**src/inc/vcc_consts.vh**
```
// register map, field positions and reset values of the comparator control
`ifndef VCC_CONSTS_VH
`define VCC_CONSTS_VH
`define VCC_ADDR_CTRL 8'hF8
`define VCC_ADDR_MODE 8'h9D
`define VCC_RST_CTRL 8'h00
`define VCC_RST_MODE 2'h2
`define VCC_BIT_EN 7
`define VCC_BIT_OUT 6
`define VCC_BIT_RISE 5
`define VCC_BIT_FALL 4
`define VCC_HYP_HI 3
`define VCC_HYP_LO 2
`define VCC_HYN_HI 1
`define VCC_HYN_LO 0
`define VCC_MD_HI 1
`define VCC_MD_LO 0
`define VCC_RD_UNMAPPED 8'h00
`endif

```
**src/design/vcc_sync2.v**
```verilog
// two-stage synchroniser for a level from outside the clock domain
`timescale 1ns/1ps
module vcc_sync2 (
    input wire mclk,
    input wire rstn,
    input wire din,
    output wire dout
);
    reg s1_q;
    reg s2_q;

    // first stage is read only by the second
    always @(posedge mclk or negedge rstn) begin
        if (!rstn) begin
            s1_q <= 1'b0;
            s2_q <= 1'b0;
        end else begin
            s1_q <= din;
            s2_q <= s1_q;
        end
    end

    assign dout = s2_q;
endmodule // vcc_sync2

```
**src/design/vcc_comparator_control.v**
```verilog
// comparator control: enable, hysteresis, mode, edge flags, pin outputs
//
// Behaviour
// - result is pollable, raises interrupts, and can drive a pin.
// - pin output offered clock-synchronous or raw asynchronous, raw needs no clock.
// - while disabled, the raw pin output is held low at once, the synchronous one from the next clock on.
// - writable response mode selects speed; slower settings save power.
// - hysteresis lives in control register bits 3 to 0.
// - positive hysteresis code sits in bits 3 to 2.
// - interrupts arise on both rising and falling output edges.
// - falling edge sets the falling flag, bit 4.
// - rising edge sets the rising flag, bit 5.
// - flags stay set until software clears them.
// - bit 6 reads back the present comparator output, read only.
// - bit 7 enables the comparator when one.
// - mode field bits 1 to 0 at 0x9D, reset 10b, 0 fastest.
`timescale 1ns/1ps
`include "vcc_consts.vh"
module vcc_comparator_control #(
    parameter ADDR_W = 8,
    parameter DATA_W = 8
) (
    input wire mclk,
    input wire rstn,
    input wire [ADDR_W-1:0] addr,
    input wire [DATA_W-1:0] wdata,
    input wire wr_en,
    input wire rd_en,
    output reg [DATA_W-1:0] rdata,
    input wire cmp_raw,
    output reg comparator_enable,
    output reg [1:0] pos_hyst_code,
    output reg [1:0] neg_hyst_code,
    output reg [1:0] response_mode_field,
    output reg rising_edge_flag,
    output reg falling_edge_flag,
    output reg cmp_irq,
    output reg synchronous_comparator_out,
    output wire asynchronous_comparator_out
);
    wire cmp_sync;
    reg cmp_prev_q;
    wire wr_ctrl;
    wire wr_mode;
    wire rise_ev;
    wire fall_ev;
    reg [DATA_W-1:0] rd_d;

    // raw comparator crosses into mclk before any logic but the raw pin gate looks at it
    vcc_sync2 u_sync (
        .mclk(mclk),
        .rstn(rstn),
        .din(cmp_raw),
        .dout(cmp_sync)
    );

    assign wr_ctrl = wr_en && (addr == `VCC_ADDR_CTRL);
    assign wr_mode = wr_en && (addr == `VCC_ADDR_MODE);

    // edges only counted while enabled, so a disabled core raises none
    assign rise_ev = comparator_enable && cmp_sync && !cmp_prev_q;
    assign fall_ev = comparator_enable && !cmp_sync && cmp_prev_q;

    // previous synchronised sample for edge compare
    always @(posedge mclk or negedge rstn) begin
        if (!rstn) begin
            cmp_prev_q <= 1'b0;
        end else begin
            cmp_prev_q <= cmp_sync;
        end
    end

    // control register fields, reset to all zeros
    always @(posedge mclk or negedge rstn) begin
        if (!rstn) begin
            comparator_enable <= 1'b0;
            pos_hyst_code <= 2'h0;
            neg_hyst_code <= 2'h0;
        end else if (wr_ctrl) begin
            comparator_enable <= wdata[`VCC_BIT_EN];
            pos_hyst_code <= wdata[`VCC_HYP_HI:`VCC_HYP_LO];
            neg_hyst_code <= wdata[`VCC_HYN_HI:`VCC_HYN_LO];
        end
    end

    // response mode; analog core decodes speed against power
    always @(posedge mclk or negedge rstn) begin
        if (!rstn) begin
            response_mode_field <= `VCC_RST_MODE;
        end else if (wr_mode) begin
            response_mode_field <= wdata[`VCC_MD_HI:`VCC_MD_LO];
        end
    end

    // sticky flags: set beats a clearing write in the same cycle
    always @(posedge mclk or negedge rstn) begin
        if (!rstn) begin
            rising_edge_flag <= 1'b0;
            falling_edge_flag <= 1'b0;
        end else begin
            if (rise_ev) begin
                rising_edge_flag <= 1'b1;
            end else if (wr_ctrl && !wdata[`VCC_BIT_RISE]) begin
                rising_edge_flag <= 1'b0;
            end
            if (fall_ev) begin
                falling_edge_flag <= 1'b1;
            end else if (wr_ctrl && !wdata[`VCC_BIT_FALL]) begin
                falling_edge_flag <= 1'b0;
            end
        end
    end

    // interrupt request follows either flag, held until software clears
    always @(posedge mclk or negedge rstn) begin
        if (!rstn) begin
            cmp_irq <= 1'b0;
        end else begin
            cmp_irq <= rising_edge_flag || falling_edge_flag;
        end
    end

    // latched pin output forced low from the first clock after disable
    always @(posedge mclk or negedge rstn) begin
        if (!rstn) begin
            synchronous_comparator_out <= 1'b0;
        end else begin
            synchronous_comparator_out <= comparator_enable && cmp_sync;
        end
    end

    // raw output must run with no clock, so it is a gate, not a flop
    assign asynchronous_comparator_out = comparator_enable && cmp_raw;

    // read mux
    always @* begin
        rd_d = `VCC_RD_UNMAPPED;
        if (addr == `VCC_ADDR_CTRL) begin
            rd_d[`VCC_BIT_EN] = comparator_enable;
            rd_d[`VCC_BIT_OUT] = comparator_enable && cmp_sync;
            rd_d[`VCC_BIT_RISE] = rising_edge_flag;
            rd_d[`VCC_BIT_FALL] = falling_edge_flag;
            rd_d[`VCC_HYP_HI:`VCC_HYP_LO] = pos_hyst_code;
            rd_d[`VCC_HYN_HI:`VCC_HYN_LO] = neg_hyst_code;
        end else if (addr == `VCC_ADDR_MODE) begin
            rd_d[`VCC_MD_HI:`VCC_MD_LO] = response_mode_field;
        end
    end

    // read data valid the cycle after the strobe; polling path
    always @(posedge mclk or negedge rstn) begin
        if (!rstn) begin
            rdata <= `VCC_RD_UNMAPPED;
        end else if (rd_en) begin
            rdata <= rd_d;
        end else begin
            rdata <= `VCC_RD_UNMAPPED;
        end
    end
endmodule // vcc_comparator_control

```
**config.mk**
```make
export PLATFORM = sky130hd
export DESIGN_NAME = vcc_comparator_control
export DESIGN_NICKNAME = d
export VERILOG_FILES = /design/src/design/vcc_sync2.v /design/src/design/vcc_comparator_control.v
export VERILOG_INCLUDE_DIRS = /design/src /design/src/inc
export SDC_FILE = /design/constraint.sdc
export NUM_CORES = 1
export LEC_CHECK = 0
export CAP_MARGIN = 10
export CORE_AREA = 2 2 59 47
export DETAILED_ROUTE_END_ITERATION = 8
export DIE_AREA = 0 0 61 49
export DONT_BUFFER_PORTS = 1
export HOLD_SLACK_MARGIN = 0.05
export PLACE_DENSITY_LB_ADDON = 0.3
export SETUP_SLACK_MARGIN = 0.4
export SLEW_MARGIN = 20
export SYNTH_ARGS = -nofsm -noshare
export SYNTH_HDL_FRONTEND = slang
export SYNTH_SLANG_ARGS = --single-unit
```
**constraint.sdc**
```tcl
create_clock -name mclk -period 1.5 [get_ports mclk]
set_input_delay 0.3 -clock mclk [delete_from_list [all_inputs] [get_ports mclk]]
set_output_delay 0.3 -clock mclk [all_outputs]
set_load 0.01 [all_outputs]
```
==> reports/qor.log <==
[power] switching power summed over all nets 0.198 mW
[timing] Final Critical Period 1240 ps
[yosys] proportion of synthesized chip area in sequential cells 67.3%
[floorplanning] area enclosed by the die boundary 2990 um2
[grt] GR Overflow Total 0
[timing] Fin. Hold Viols 0
[cells_and_area] antenna diode count 0
[timing] Least-Margin Pin Slew 169 ps
[power] total internal power 0.734 mW
[cells_and_area] share of post-route cells with drive strength above 1 39.1%
[grt] number of antenna violations at the first check in global routing 0
[clock_network] largest buffer count on any clock path 2
[route] detail-routed via count per cell 4.57
[yosys] most numerous cell types in the synthesized netlist 21 x sky130_fd_sc_hd__dfrtp_1, 7 x sky130_fd_sc_hd__and2_1, 7 x sky130_fd_sc_hd__mux2_2
[yosys] Post-synth EDFFs 0
[critical_path] Worst setup SP type flop
[clock_network] clock sink total 22
[critical_path] biggest fanout along the worst timing path 6
[yosys] total of flip-flops plus latches after synthesis 22
[route] ANT nets after route 0
[floorplanning] count of boundary I/O pins 41
[placed_design] HPWL reported at the end of detailed placement 1040 um
[cells_and_area] Fillers 247
[hold_path] Hold Path Origin rd_en
[cells_and_area] area occupied by multi-input gates 272 um2
[critical_path] sum of buffers and inverters on the critical path 0
[critical_path] family with the most delay on the worst path flip-flops
[yosys] number of cells produced by synthesis 57
[yosys] fraction of post-synthesis cell area in the top cell type by area 64.1%
[critical_path] r2r setup slk 580 ps
[clock_network] number of buffers created by CTS 3
[grt] wire length of the first global-routing pass 2290 um
[outcome] result of the run completed
[timing] largest clock skew in the final design 0.543 ps
[yosys] cell type with the largest total area after synthesis sky130_fd_sc_hd__dfrtp_1
[placed_design] final weighted congestion of routability-driven global placement 0.669
[power] clock share of power 28.5%
[yosys] ys async rst share 100%
[critical_path] endpoint of the worst-slack reg-to-reg timing path rising_edge_flag
[clock_network] TritonCTS clock tree built
[timing] Final Setup Violations 0
[grt] vias in the first global route 506
[route] DRC 0
[yosys] Post-Synthesis Cell Area 820 um2
[power] power density cells 989 nW/um2
[yosys] average footprint of a synthesized cell 14.4 um2
[critical_path] start-to-end type of the worst setup path flop to output pin
[timing] setup repair after global routing missed its margin true
[clock_network] clock root buffer sky130_fd_sc_hd__clkbuf_4
[route] aggregate routed wire length 1360 um
[grt] maximum number of pins on one net before global-route repair 23
[timing] highest clock rate 807 MHz
[critical_path] maximum cell stage delay along the critical path 480 ps
[critical_path] worst flop-to-flop path startpoint comparator_enable
[power] VDD IR max 473 uV
[route] first-pass iteration count of the detailed router 2
[route] mean routed wirelength per cell 13.6 um
[critical_path] Critical Path RT 1200 ps
[placed_design] port bufs 0
[clock_network] Reg clk slew, reported paths 110 ps
[yosys] Post-Synthesis Net Count 78
[clock_network] clock network latency to the later pin of the worst-skew pair 290 ps
[timing] final critical-path share of the clock period 82.6%
[floorplanning] core box area 2460 um2
[cells_and_area] # nets final 86
[cells_and_area] Syn-to-layout area delta 15.0%
[floorplanning] Chip Width 61 um
[critical_path] ordered list of cells on the worst path and2_4
[hold_path] hold crit path type input pin to flop
[critical_path] cell type of the slowest stage on the worst timing path sky130_fd_sc_hd__dfrtp_2
[job] Max Cap Violations 0
[cells_and_area] Util after Layout 38.3%
[cells_and_area] Sequential Area 556 um2
[yosys] cell types occupying the most area after synthesis sky130_fd_sc_hd__dfrtp_1 64%, sky130_fd_sc_hd__mux2_2 9.6%, sky130_fd_sc_hd__and2_1 5.3%
[yosys] dominant cell by count in the synthesized netlist sky130_fd_sc_hd__dfrtp_1
[clock_network] setup bufs post-CTS 0
[timing] headroom to the max-slew limit 88.7%
[power] part of the total power dissipated in combinational logic 4.5%
[floorplanning] Die Height 49 um
[floorplanning] number of placement rows 16
[route] overall via count from detail_route 457
[critical_path] arrival time reported for the critical path endpoint 940 ps
[critical_path] cells on worst reg2reg path 3
[critical_path] Critical Path Sink Type output pin
[power] leakage power 0.422 nW
[yosys] Synth cell types 16
[floorplanning] initial cell density of the core 33.3%
[yosys] count of warnings emitted by yosys 0
[power] sequential cell fraction of total power 67.0%
[route] initial drt markers 4
[clock_network] CTS H-tree lvls 1
[yosys] most common flop cell mapped by yosys sky130_fd_sc_hd__dfrtp_1
[timing] Final Slew Violations 0
[hold_path] capture endpoint of the worst hold path rdata[1]
[power] switch share 21.3%
[grt] global routing usage summed across all routing layers 10.6%
[hold_path] cell depth of the worst hold path 2
[timing] setup TNS after final layout 0 ps
-- worst max-delay path by stage --
stage	startpoint	end	slack, ps	cells after the start
6_report	comparator_enable	asynchronous_comparator_out	260	1
3_5_place_dp	addr[0]	pos_hyst_code[1]	270	3
4_1_cts	comparator_enable	asynchronous_comparator_out	240	1
3_3_place_gp	addr[0]	neg_hyst_code[1]	300	3
5_1_grt	comparator_enable	asynchronous_comparator_out	210	1
2_1_floorplan	addr[0]	comparator_enable	360	3
-- layer usage --
| layer | global-route usage [%] | share of wire [%] |
|---|---|---|
| met1 | 11.7 | 39 |
| met2 | 17.6 | 51 |
| met3 | 7.16 | 9.6 |
| met4 | 1.09 | 0 |
| met5 | 0 | 0 |
-- power groups by stage --
stage	Sequential, mW	Clock, mW	Combinational, mW
final	0.624	0.266	0.0419
after detailed placement	0.636	0	0.0209
after floorplan	0.632	0	0.0190
after global placement	0.636	0	0.0205
after CTS	0.625	0.282	0.0234
after global routing	0.627	0.310	0.0488
-- cells in the final DEF (no fill, tap or decap) --
master / count
sky130_fd_sc_hd__a21o_2: 2
sky130_fd_sc_hd__a22oi_1: 2
sky130_fd_sc_hd__and2_1: 6
sky130_fd_sc_hd__and2_4: 1
sky130_fd_sc_hd__and3_2: 1
sky130_fd_sc_hd__and4b_2: 1
sky130_fd_sc_hd__and4bb_2: 2
sky130_fd_sc_hd__buf_12: 1
sky130_fd_sc_hd__clkbuf_1: 1
sky130_fd_sc_hd__clkbuf_4: 3
sky130_fd_sc_hd__dfrtp_1: 18
sky130_fd_sc_hd__dfrtp_2: 3
sky130_fd_sc_hd__dfstp_2: 1
sky130_fd_sc_hd__dlygate4sd3_1: 2
sky130_fd_sc_hd__inv_1: 1
sky130_fd_sc_hd__mux2_2: 7
sky130_fd_sc_hd__nand2_1: 5
sky130_fd_sc_hd__nand3_2: 1
sky130_fd_sc_hd__nand3_4: 1
sky130_fd_sc_hd__nor2_1: 2
sky130_fd_sc_hd__o21ai_0: 2
sky130_fd_sc_hd__or2_2: 1
-- timing repair --
action,CTS,global route
hold endpoints to repair,23,22
setup endpoints to repair,3,5
pin swaps,1,0
resized for setup,2,2
hold buffers,1,2
-- cell families (layout without fill, tap and decap cells) --
logic type / after synthesis / after routing / share of synthesized area (%)
mux: 7 / 7 / 9.62
buf+inv: 1 / 8 / 0.458
flops: 22 / 22 / 67.3
compound gates: 6 / 6 / 5.19
simple gates: 21 / 21 / 17.4
-- stage by stage --
step / total power [mW] / cells / setup slack (ps) / hold WS [ps] / cell area [um2]
3_3_place_gp: 0.656 / 93 / 298 / 4.85 / 870
3_5_place_dp: 0.657 / 93 / 274 / 4.91 / 870
5_1_grt: 0.986 / 100 / 207 / 114 / 942
6_report: 0.932 / 100 / 262 / 129 / 942
2_1_floorplan: 0.651 / 57 / 364 / 4.41 / 825
4_1_cts: 0.930 / 98 / 239 / -336 / 910
-- sequential cells by signal, indices dropped and copies added (netlist names), 2 cells and up --
| register | cells |
|---|---|
| rdata | 8 |
| response_mode_field | 2 |
| neg_hyst_code | 2 |
| pos_hyst_code | 2 |
-- area by class of cell --
class	instances	share of cell area, %
Clock buffer	4	2.79
Inverter	1	0.398
Multi-Input combinational cell	34	28.8
Sequential cell	22	59.0
Tap cell	36	4.78
Timing Repair Buffer	3	4.25
No activity file was read; power rests on OpenSTA's default activity.
